**src/rtl/fcs_pkg.sv**
```systemverilog
// Constants and types shared by the flash command sequencer
package fcs_pkg;

    // ========================================================
    // Operating modes and automatic operation kinds
    typedef enum logic [1:0] {MD_READ, MD_AUTO, MD_FAIL} fcs_mode_t;

    localparam logic [1:0] OP_PROG = 2'h0;
    localparam logic [1:0] OP_CHIP = 2'h1;
    localparam logic [1:0] OP_BLOCK = 2'h2;

    // ========================================================
    // Address fields of a command bus write cycle
    localparam int REGION_LSB = 21;
    localparam int REGION_W = 11;
    localparam int KEY_LSB = 8;
    localparam int KEY_W = 13;
    localparam int BLK_LSB = 17;
    localparam int PAGE_W = 9;

    // Command address keys, address bits [20:8]
    localparam logic [12:0] KEY_A = 13'h0555;
    localparam logic [12:0] KEY_B = 13'h02aa;

    // ========================================================
    // Command data words
    localparam logic [31:0] DATA_UNLOCK_A = 32'h0000_00aa;
    localparam logic [31:0] DATA_UNLOCK_B = 32'h0000_0055;
    localparam logic [31:0] CMD_READ = 32'h0000_00f0;
    localparam logic [31:0] CMD_PROG = 32'h0000_00a0;
    localparam logic [31:0] CMD_ERASE = 32'h0000_0080;
    localparam logic [31:0] CMD_CHIP = 32'h0000_0010;
    localparam logic [31:0] CMD_BLOCK = 32'h0000_0030;

    // ========================================================
    // Positions within a command sequence
    localparam logic [2:0] POS_IDLE = 3'h0;
    localparam logic [2:0] POS_1 = 3'h1;
    localparam logic [2:0] POS_2 = 3'h2;
    localparam logic [2:0] POS_3 = 3'h3;
    localparam logic [2:0] POS_4 = 3'h4;
    localparam logic [2:0] POS_5 = 3'h5;

    // ========================================================
    // Timing: least spacing of bus write cycles, in system clocks
    localparam int SPACING_CYC = 15;
    localparam logic [3:0] GAP_MAX = 4'hf;
    localparam logic [3:0] GAP_ONE = 4'h1;

    // ========================================================
    // Reset values
    localparam logic RDY_RESET = 1'b1;
    localparam logic [31:0] ADDR_RESET = 32'h0000_0000;

endpackage

```
**src/rtl/fcs_sequencer.sv**
```systemverilog
// Flash command sequencer: read/automatic mode control and command decode
// Functional notes
// Read mode at power-up, reset, normal end
// Two modes; automatic only via valid sequence
// Automatic mode: no reads, only its end or reset exits
// Abnormal end stays out of read mode
// Single word store 0xF0 returns read mode
// Read/reset completes on third write cycle
// Read/reset aborts partial or wrong sequence
// Start operation only on matching sequence
// Deviating write cycle abandons the command
// Host drives region bits [31:21] correctly
// Host uses only 32-bit word stores
// Write cycles at least 15 clocks apart
// Host runs command code outside flash
// Host makes no flash reads between cycles
// Host issues barrier after each store
// Host checks ready flag before commands
// Host recovers from mistakes by reset
// Accepted command runs without host control
// Chip erase and 128 kB block erase
// Per-block protection; all protected flagged
// Hardware reset ends operation, read mode
// Ready flag shows operation, 1 in read
// Sequence position cleared on read entry
`timescale 1ns/1ps
module fcs_sequencer
    import fcs_pkg::*;
#(
    parameter int NBLK = 4,
    parameter logic [10:0] REGION_BASE = 11'h000
)
(
    // Clock, reset, enable
    input wire logic clk_sys,
    input wire logic resetn,
    input wire logic clk_en,
    // Processor store and read strobes
    input wire logic wr_valid,
    input wire logic [31:0] wr_addr,
    input wire logic [31:0] wr_data,
    input wire logic wr_word,
    input wire logic rd_flash,
    // Array engine results and protection
    input wire logic array_done,
    input wire logic array_fail,
    input wire logic [NBLK-1:0] block_protect,
    // Status
    output logic ready_busy_flag,
    output logic mode_fail,
    output logic [2:0] seq_pos,
    output logic cmd_abort,
    output logic all_protected,
    // Array engine control
    output logic op_start,
    output logic [1:0] op_kind,
    output logic [31:0] op_addr,
    output logic prog_wr,
    output logic [31:0] prog_data
);

    // ========================================================
    // Parameter checks
    localparam int BLK_W = (NBLK > 1) ? $clog2(NBLK) : 1;

    if (NBLK < 2 || NBLK > 16 || (1 << BLK_W) != NBLK)
    begin : g_bad_nblk
        $error("NBLK must be a power of two from 2 to 16");
    end

    // ========================================================
    // State
    fcs_mode_t mode;
    fcs_mode_t next_mode;
    logic erase_path;
    logic next_erase;
    logic [2:0] next_pos;
    logic [3:0] gap_cnt;
    logic go;
    logic [1:0] go_kind;
    logic abort;

    // ========================================================
    // Decode of the current bus write cycle
    logic region_ok;
    logic gap_ok;
    logic wr_acc;
    logic on_ka;
    logic on_kb;
    logic first_ok;
    logic page_top;
    logic [BLK_W-1:0] blk;

    // Region bits must match; half and byte stores never count
    assign region_ok = wr_addr[REGION_LSB +: REGION_W] == REGION_BASE;
    assign gap_ok = gap_cnt >= 4'(SPACING_CYC);
    assign wr_acc = region_ok && wr_word && (seq_pos == POS_IDLE || gap_ok);
    assign on_ka = wr_addr[KEY_LSB +: KEY_W] == KEY_A;
    assign on_kb = wr_addr[KEY_LSB +: KEY_W] == KEY_B;
    assign first_ok = wr_acc && on_ka && wr_data == DATA_UNLOCK_A;
    assign page_top = wr_addr[PAGE_W-1:0] == '0;
    assign blk = wr_addr[BLK_LSB +: BLK_W]; // 128 kB blocks

    // ========================================================
    // Command recognition and mode transitions
    always_comb
    begin
        next_mode = mode;
        next_pos = seq_pos;
        next_erase = erase_path;
        go = 1'b0;
        go_kind = OP_PROG;
        abort = 1'b0;
        if (mode == MD_AUTO)
        begin
            // Stores and interrupts cannot leave this mode
            if (array_fail)
                next_mode = MD_FAIL;
            else if (array_done)
                next_mode = MD_READ;
        end
        else if (wr_valid)
        begin
            if (!wr_acc)
                abort = 1'b1;
            else if (wr_data == CMD_READ)
            begin
                // Single Read, or third cycle of Read/reset
                next_mode = MD_READ;
                next_pos = POS_IDLE;
                next_erase = 1'b0;
            end
            else
            begin
                unique case (seq_pos)
                    POS_IDLE:
                        if (first_ok)
                            next_pos = POS_1;
                        else
                            abort = 1'b1;
                    POS_1:
                        if (on_kb && wr_data == DATA_UNLOCK_B)
                            next_pos = POS_2;
                        else
                            abort = 1'b1;
                    POS_2:
                        // A failed array accepts only the reset command
                        if (!on_ka || mode == MD_FAIL)
                            abort = 1'b1;
                        else if (wr_data == CMD_PROG)
                            next_pos = POS_3;
                        else if (wr_data == CMD_ERASE)
                        begin
                            next_pos = POS_3;
                            next_erase = 1'b1;
                        end
                        else
                            abort = 1'b1;
                    POS_3:
                        if (erase_path)
                        begin
                            if (first_ok)
                                next_pos = POS_4;
                            else
                                abort = 1'b1;
                        end
                        else if (!page_top)
                            abort = 1'b1;
                        else if (block_protect[blk])
                            next_pos = POS_IDLE;
                        else
                        begin
                            go = 1'b1;
                            go_kind = OP_PROG;
                        end
                    POS_4:
                        if (on_kb && wr_data == DATA_UNLOCK_B)
                            next_pos = POS_5;
                        else
                            abort = 1'b1;
                    POS_5:
                        if (on_ka && wr_data == CMD_CHIP)
                        begin
                            next_pos = POS_IDLE;
                            next_erase = 1'b0;
                            if (!(&block_protect))
                            begin
                                go = 1'b1;
                                go_kind = OP_CHIP;
                            end
                        end
                        else if (wr_data == CMD_BLOCK)
                        begin
                            next_pos = POS_IDLE;
                            next_erase = 1'b0;
                            if (!block_protect[blk])
                            begin
                                go = 1'b1;
                                go_kind = OP_BLOCK;
                            end
                        end
                        else
                            abort = 1'b1;
                    default:
                        abort = 1'b1;
                endcase
            end
            if (go)
            begin
                next_mode = MD_AUTO;
                next_pos = POS_IDLE;
                next_erase = 1'b0;
            end
        end
        else if (rd_flash && seq_pos != POS_IDLE)
            abort = 1'b1; // A stray read breaks recognition
        if (abort)
        begin
            // A fresh first cycle restarts at once, so reset still lands
            next_pos = first_ok ? POS_1 : POS_IDLE;
            next_erase = 1'b0;
        end
    end

    // ========================================================
    // Mode and sequence position; hardware reset wins over all
    always_ff @(posedge clk_sys or negedge resetn)
    begin
        if (!resetn)
        begin
            mode <= MD_READ;
            seq_pos <= POS_IDLE;
            erase_path <= 1'b0;
        end
        else if (clk_en)
        begin
            mode <= next_mode;
            seq_pos <= next_pos;
            erase_path <= next_erase;
        end
    end

    // ========================================================
    // Spacing counter, saturating, restarted by every store
    always_ff @(posedge clk_sys or negedge resetn)
    begin
        if (!resetn)
            gap_cnt <= GAP_MAX;
        else if (clk_en)
        begin
            if (wr_valid)
                gap_cnt <= GAP_ONE;
            else if (gap_cnt != GAP_MAX)
                gap_cnt <= gap_cnt + GAP_ONE;
        end
    end

    // ========================================================
    // Status outputs
    always_ff @(posedge clk_sys or negedge resetn)
    begin
        if (!resetn)
        begin
            ready_busy_flag <= RDY_RESET;
            mode_fail <= 1'b0;
            cmd_abort <= 1'b0;
            all_protected <= 1'b0;
        end
        else if (clk_en)
        begin
            ready_busy_flag <= next_mode == MD_READ;
            mode_fail <= next_mode == MD_FAIL;
            cmd_abort <= abort;
            all_protected <= &block_protect;
        end
    end

    // ========================================================
    // Array engine control; page data is forwarded while programming
    always_ff @(posedge clk_sys or negedge resetn)
    begin
        if (!resetn)
        begin
            op_start <= 1'b0;
            op_kind <= OP_PROG;
            op_addr <= ADDR_RESET;
            prog_wr <= 1'b0;
            prog_data <= ADDR_RESET;
        end
        else if (clk_en)
        begin
            op_start <= go;
            if (go)
            begin
                op_kind <= go_kind;
                op_addr <= wr_addr; // Page top, block, or chip erase command address
            end
            prog_wr <= mode == MD_AUTO && op_kind == OP_PROG && wr_valid
                && wr_word && region_ok;
            if (mode == MD_AUTO && wr_valid)
                prog_data <= wr_data;
        end
    end
endmodule

```
**config.mk**
```make
export PLATFORM = sky130hd
export DESIGN_NAME = fcs_sequencer
export DESIGN_NICKNAME = d
export VERILOG_FILES = /design/src/rtl/fcs_pkg.sv /design/src/rtl/fcs_sequencer.sv
export SDC_FILE = /design/constraint.sdc
export NUM_CORES = 1
export LEC_CHECK = 0
export BUFFER_PORTS_ARGS = -buffer_cell sky130_fd_sc_hd__buf_2
export CORE_MARGIN = 10
export CORE_UTILIZATION = 40
export DETAILED_ROUTE_END_ITERATION = 8
export GPL_TIMING_DRIVEN = 0
export PLACE_DENSITY_LB_ADDON = 0.3
export SYNTH_ARGS = -nofsm -noshare
export SYNTH_HDL_FRONTEND = slang
export SYNTH_SLANG_ARGS = --single-unit
```
**constraint.sdc**
```tcl
create_clock -name clk_sys -period 2.28 [get_ports clk_sys]
set_input_delay 0.114 -clock clk_sys [delete_from_list [all_inputs] [get_ports clk_sys]]
set_output_delay 0.114 -clock clk_sys [all_outputs]
set_load 0.02 [all_outputs]
```
After elaboration in Yosys (flattened, before gate mapping)
Cells that the tools add are included.
{"block": "totals", "regBits": 82, "latch_bits": 0, "ram_bits": 0, "mem_bits_ro": 0, "in_bits": 76, "output_inout_bits": 75, "wordCells": 159, "mem_count": 0}
{"block": "op_classes", "add_sub_neg": 1, "n_mul": 0, "n_div": 0, "magnitude_cmp": 2, "n_eq_ne": 30, "n_shift": 0, "n_mux": 80, "bitwise": 0, "reduce_logical": 33}
{"op": "32-bit by 8-bit == test with 1-bit output (second input constant)", "n": 4}
{"op": "3-bit two-way mux", "n": 18}
{"op": "1-bit two-way mux", "n": 40}
{"op": "32-bit by 5-bit == test with 1-bit output (second input constant)", "n": 1}
{"op": "32-bit by 6-bit == test with 1-bit output (second input constant)", "n": 1}
{"op": "32-bit by 7-bit == test with 1-bit output (second input constant)", "n": 1}
{"op": "2-bit two-way mux", "n": 15}
{"op": "6-bit != test (second input constant)", "n": 5}
{"op": "5-bit != test (second input constant)", "n": 5}
{"op": "3-bit case mux with 6 select lines", "n": 1}
{"op": "14-bit AND reduction", "n": 1}
{"op": "13-bit by 10-bit == test with 1-bit output (second input constant)", "n": 1}
{"op": "13-bit by 11-bit == test with 1-bit output (second input constant)", "n": 1}
{"op": "1-bit logical AND", "n": 12}
{"op": "11-bit zero test", "n": 1}
{"op": "9-bit zero test", "n": 1}
{"op": "9-bit AND reduction", "n": 1}
{"op": "9-bit nonzero test", "n": 1}
{"op": "4-bit two-way mux", "n": 2}
{"op": "3-bit by 2-bit == test with 1-bit output (second input constant)", "n": 2}
{"op": "3-bit == test (second input constant)", "n": 2}
{"op": "2-bit AND reduction", "n": 3}
{"op": "3-bit nonzero test", "n": 2}
{"op": "5-bit by 3-bit != test with 1-bit output (second input constant)", "n": 1}
{"op": "19 further kinds", "n": 24}

Longest topological paths before layout
{"block": "depth", "depth_word": 14, "ltp_mapped": 10, "mapped_depth_nobuf": 9}

Worst setup path after synthesis
OpenSTA, ideal clock, no wires.
{"block": "synth_path", "kind": "flip-flop to flip-flop", "start": "reg seq_pos[2]", "end": "reg op_kind[1]", "setup_time_ps": 66, "t_arrival_ps": 2295, "required_ps": 2214, "slack_ps": -81, "stages_incl_launch_ff": 10, "path_buffers": 1, "period_less_slack_ps": 2361, "path_cell_list": "dfrtp_1 -> clkbuf_1 -> nand3b_1 -> nand2b_1 -> or3_1 -> nor2_1 -> o2111a_1 -> nand3_4 -> or4_1 -> nand2_1"}
{"block": "synth_via", "elab_chain_cells": 9, "elab_cells_between_ends": 18, "classes_between": "eq/ne: 2; mux: 12; reduce/logical: 4"}
{"item": "start, declared", "line_no": "fcs_sequencer.sv:51", "rtl": "output logic [2:0] seq_pos,"}
{"item": "start signal, assigned", "line_no": "fcs_sequencer.sv:238", "rtl": "seq_pos <= next_pos;"}
{"item": "3-bit == test (tied with other cells)", "line_no": "fcs_sequencer.sv:135", "rtl": "unique case (seq_pos)"}
{"item": "1-bit case mux with 2 select lines or 1-bit logical OR (tied branches)", "line_no": "fcs_sequencer.sv:135, fcs_sequencer.sv:97"}
{"item": "1-bit two-way mux or 1-bit logical AND (tied branches)", "line_no": "fcs_sequencer.sv:126, fcs_sequencer.sv:97"}
{"item": "1-bit two-way mux", "line_no": "fcs_sequencer.sv:124", "rtl": "if (!wr_acc)"}
{"item": "1-bit two-way mux", "line_no": "fcs_sequencer.sv:122", "rtl": "else if (wr_valid)"}
{"item": "1-bit two-way mux", "line_no": "fcs_sequencer.sv:114", "rtl": "if (mode == MD_AUTO)"}
{"item": "1-bit two-way mux", "line_no": "fcs_sequencer.sv:122"}
{"item": "1-bit two-way mux", "line_no": "fcs_sequencer.sv:114"}
{"item": "2-bit AND reduction (no source line)"}
{"item": "end signal, assigned", "line_no": "fcs_sequencer.sv:295", "rtl": "op_kind <= go_kind;"}
{"item": "end, declared", "line_no": "fcs_sequencer.sv:56", "rtl": "output logic [1:0] op_kind,"}
Several ways; a longest one is shown, not always the timed one. The select of a mux whose other input is x is not followed.
A chain may end at the register's enable or synchronous reset.

Final worst setup path
{"block": "layout_path", "start": "reg seq_pos[1]", "end": "reg op_kind[1]"}
The elaborated chain is that of the path after synthesis.

==> results.md <==
- Total leakage power: 2.78 nW
- Kind of start point of the critical path: flip-flop
- Net total in the final layout: about 580
- Synth Warn #: 0
- Number of antenna-violating nets in the routed design: 0
- Post-synthesis instance area: between 0.003 and 0.004 sq mm
- Launch instance of the worst register-to-register path: seq_pos[1]
- Gp weighted congestion: 0.878
- Starting utilization of the core area: 0.413
- Maximum buffer depth of the clock tree: 2
- Maximum achievable frequency: 0.443 GHz
- Crit path arrival time: between 2 and 3 ns
- RSZ-0062 raised after global routing: true
- Clock tree root driver cell: clkbuf_8
- Fraction of layout cells with a size suffix above 1: 0.544
- Vias in the first global route: 3471
- Clock period minus worst slack: 2.26 ns
- Largest vdd supply drop: 0.000388 V
- Max stage delay on crit path: 0.53 ns
- Combined area of the multi-input logic cells: 0.00182 sq mm
- Pin count of the biggest net entering global routing: 46
- Max Slew Vio Count: 0
- Placed wire-length estimate after detailed placement: 9.03 mm
- Clock insertion delay at the later pin of the skew report: 0.35 ns
- Final Cell Area: 0.00524 sq mm
- Most common cell after layout, fill and taps aside: buf_2
- Most frequent cells in the layout: buf_2 (146), dfrtp_1 (75), mux2_2 (56)
- Synthesized netlist cell count: 324
- Status: finished, final reports clean
- Worst setup path category: flip-flop to flip-flop
- Sequential cell area fraction in the yosys report: 0.535
- TritonCTS Buffers: 9
- Number of core rows: 35
- Synthesis-stage register bit count: 82
- Number of DRC markers in iteration 0: 171
- Placed Cells incl. Taps: 601
- First-pass DRT Iterations: 6
- Min Hold Slack: 0.0109 ns
- CTS clock-pin slew for the worst setup and hold paths: around 0.090 ns
- Global route overflow: 0
- WL/cell: 18.0 um
- Storage element area: 0.00206 sq mm
- Post-route fraction of the period consumed by the critical path: 0.991
- Maximum net fanout on the critical path: 7
- Full die area: 0.0139 sq mm
- Crit path capture: op_kind[1]
- Port Buffers: 147
- Count of final hold-check violations: 0
- Core occupancy in the finished layout: 0.562
- Highest-delay cell along the critical path: or4_4
- Area added between synthesis and finish: 36.2%
- Crit end category: flip-flop
- Antenna violations before repair: 0
- Cell Area, Placed: 0.00478 sq mm
- CP Launch Point: seq_pos[1]
- Internal reg-to-reg setup slack: 0.02 ns
- Number of buffer and inverter stages on the critical path: 0
- Leading register cell type out of synthesis: dfrtp_1
- Total global-route track usage: 0.157
- Worst Reg-to-Reg Cells: 8
- Number of maximum-capacitance violations: 0
- Accumulated negative setup slack: 0 ns
- Post-Syn Nets: 401
- Reg-to-Reg End: op_kind[1]
- Number of endpoints failing setup at the final stage: 0
- Largest clock skew in the final design: just over 0.009 ns
- Via count: between 3000 and 4000
- Die extent in x: about 120 um
- H-tree Lvls: 3
- Count of cell types in the netlist: 58
- Residual DRC count: 0
- FILL cells: 848
- List of cells traversed by the critical path: nand3b_1 -> nand2b_4 -> or3_4 -> nor2_4 -> o2111a_2 -> nand3_4 -> or4_4 -> nand2_1
- Crit path depth: 8
- Transition at the pin with the smallest max-transition slack: 0.614 ns
- TritonCTS sink count: 82
- Cell Count, Final, Fillers Out: 633
- Share of synthesized registers carrying an async set or reset: 1.00
- Core region area: roughly 0.0093 sq mm
- Largest delay contributor family on the critical path: simple AND/OR/NAND/NOR gates
- Required time of the critical path: approximately 2.6 ns
- Hold crit path type: input port to flip-flop
- TritonCTS clock tree: built
- Power per standard cell area: 630 mW/mm^2
- Global-route wire length before repair: 17.9 mm
- Post-Route WL: 11.4 mm
- Height of the die: 118 um
- Top Ports: 151
- Slew Limit Headroom: 0.590
- Mean number of vias per cell: 5.16
- Synthesized area per cell: 11.9 sq um
- Diodes inserted: 0
- Number of enable-type register cells in the synthesized netlist: 0
==> logic make-up after synthesis <==
kind of cell	count (synthesis)	share of synthesized area
compound gates	42	0.0744
xor+xnor	1	0.00228
fa+ha+maj	1	0.00325
buf+inv	21	0.0211
flops	82	0.535
mux	58	0.172
simple gates	119	0.192
==> flip-flops by register name, summed over array words and instances (netlist names), 2 cells and up <==
signal and cells:
op_addr 32, prog_data 32, gap_cnt 4, seq_pos 3
mode 2, op_kind 2
==> metrics by stage <==
stage	power, W	setup slack [ns]
2_1_floorplan	0.00187	0.0168
3_3_place_gp	0.00208	-0.326
3_5_place_dp	0.00210	-0.367
4_1_cts	0.00327	0.0172
5_1_grt	0.00346	-0.0704
6_report	0.00331	0.0214
==> worst min path at each step <==
| stage | start | endpoint | slack (ns) | depth (start not counted) |
|---|---|---|---|---|
| 2_1_floorplan | resetn | all_protected | -0.18 | 0 |
| 3_3_place_gp | wr_addr[20] | op_addr[20] | 0.36 | 2 |
| 3_5_place_dp | resetn | op_addr[11] | 0.12 | 1 |
| 4_1_cts | wr_addr[2] | op_addr[2] | 0.00004 | 2 |
| 5_1_grt | wr_addr[7] | op_addr[7] | 0.001 | 2 |
| 6_report | wr_addr[2] | op_addr[2] | 0.01 | 2 |
==> report_power, final <==
part	internal [W]	leakage, nW	switching [W]
Combinational	0.000247	1.57	0.000376
Clock	0.000609	0.0984	0.000531
Sequential	0.00151	1.11	0.0000357
==> final cells by class <==
cell class,count,share of cell area
sequential,82,0.393
multi-input combinational,221,0.346
timing repair buffer,166,0.173
tap,129,0.0308
clock buffer,10,0.0243
clock inverter,5,0.0153
buffer,13,0.0124
inverter,7,0.00501
==> synth_stat cells, types with 5 or more instances <==
library cell / n / area (sq um)
inv_1: 7 / 26.3
nor4_1: 7 / 43.8
o21ai_0: 7 / 35.0
dfrtp_1: 77 / 1930
nand2_1: 19 / 71.3
mux2_2: 56 / 631
clkbuf_1: 12 / 45.0
and2_1: 12 / 75.1
nor2_1: 24 / 90.1
dfstp_2: 5 / 131
nand3_1: 9 / 45.0
a21oi_1: 13 / 65.1
nor4_2: 5 / 62.6
==> what timing repair did <==
| action | 4_1_cts | 5_1_grt |
|---|---|---|
| gates resized for setup | 12 | 18 |
| hold buffers | 2 | 0 |
| endpoints found under the setup margin | 39 | 36 |
| pin swaps | 5 | 10 |
| buffers inserted | 7 | 9 |
| hold endpoints to repair | 38 | 0 |
==> metal layers <==
metal,global-route usage,vias to the layer above,wire [um],part of all wire
li1,-,1541,-,-
met1,0.171,1613,4540,0.40
met2,0.280,98,5890,0.52
met3,0.0561,15,824,0.072
met4,0.0448,0,168,0.015
met5,0,-,0,0
No activity file was read; power rests on OpenSTA's default activity.
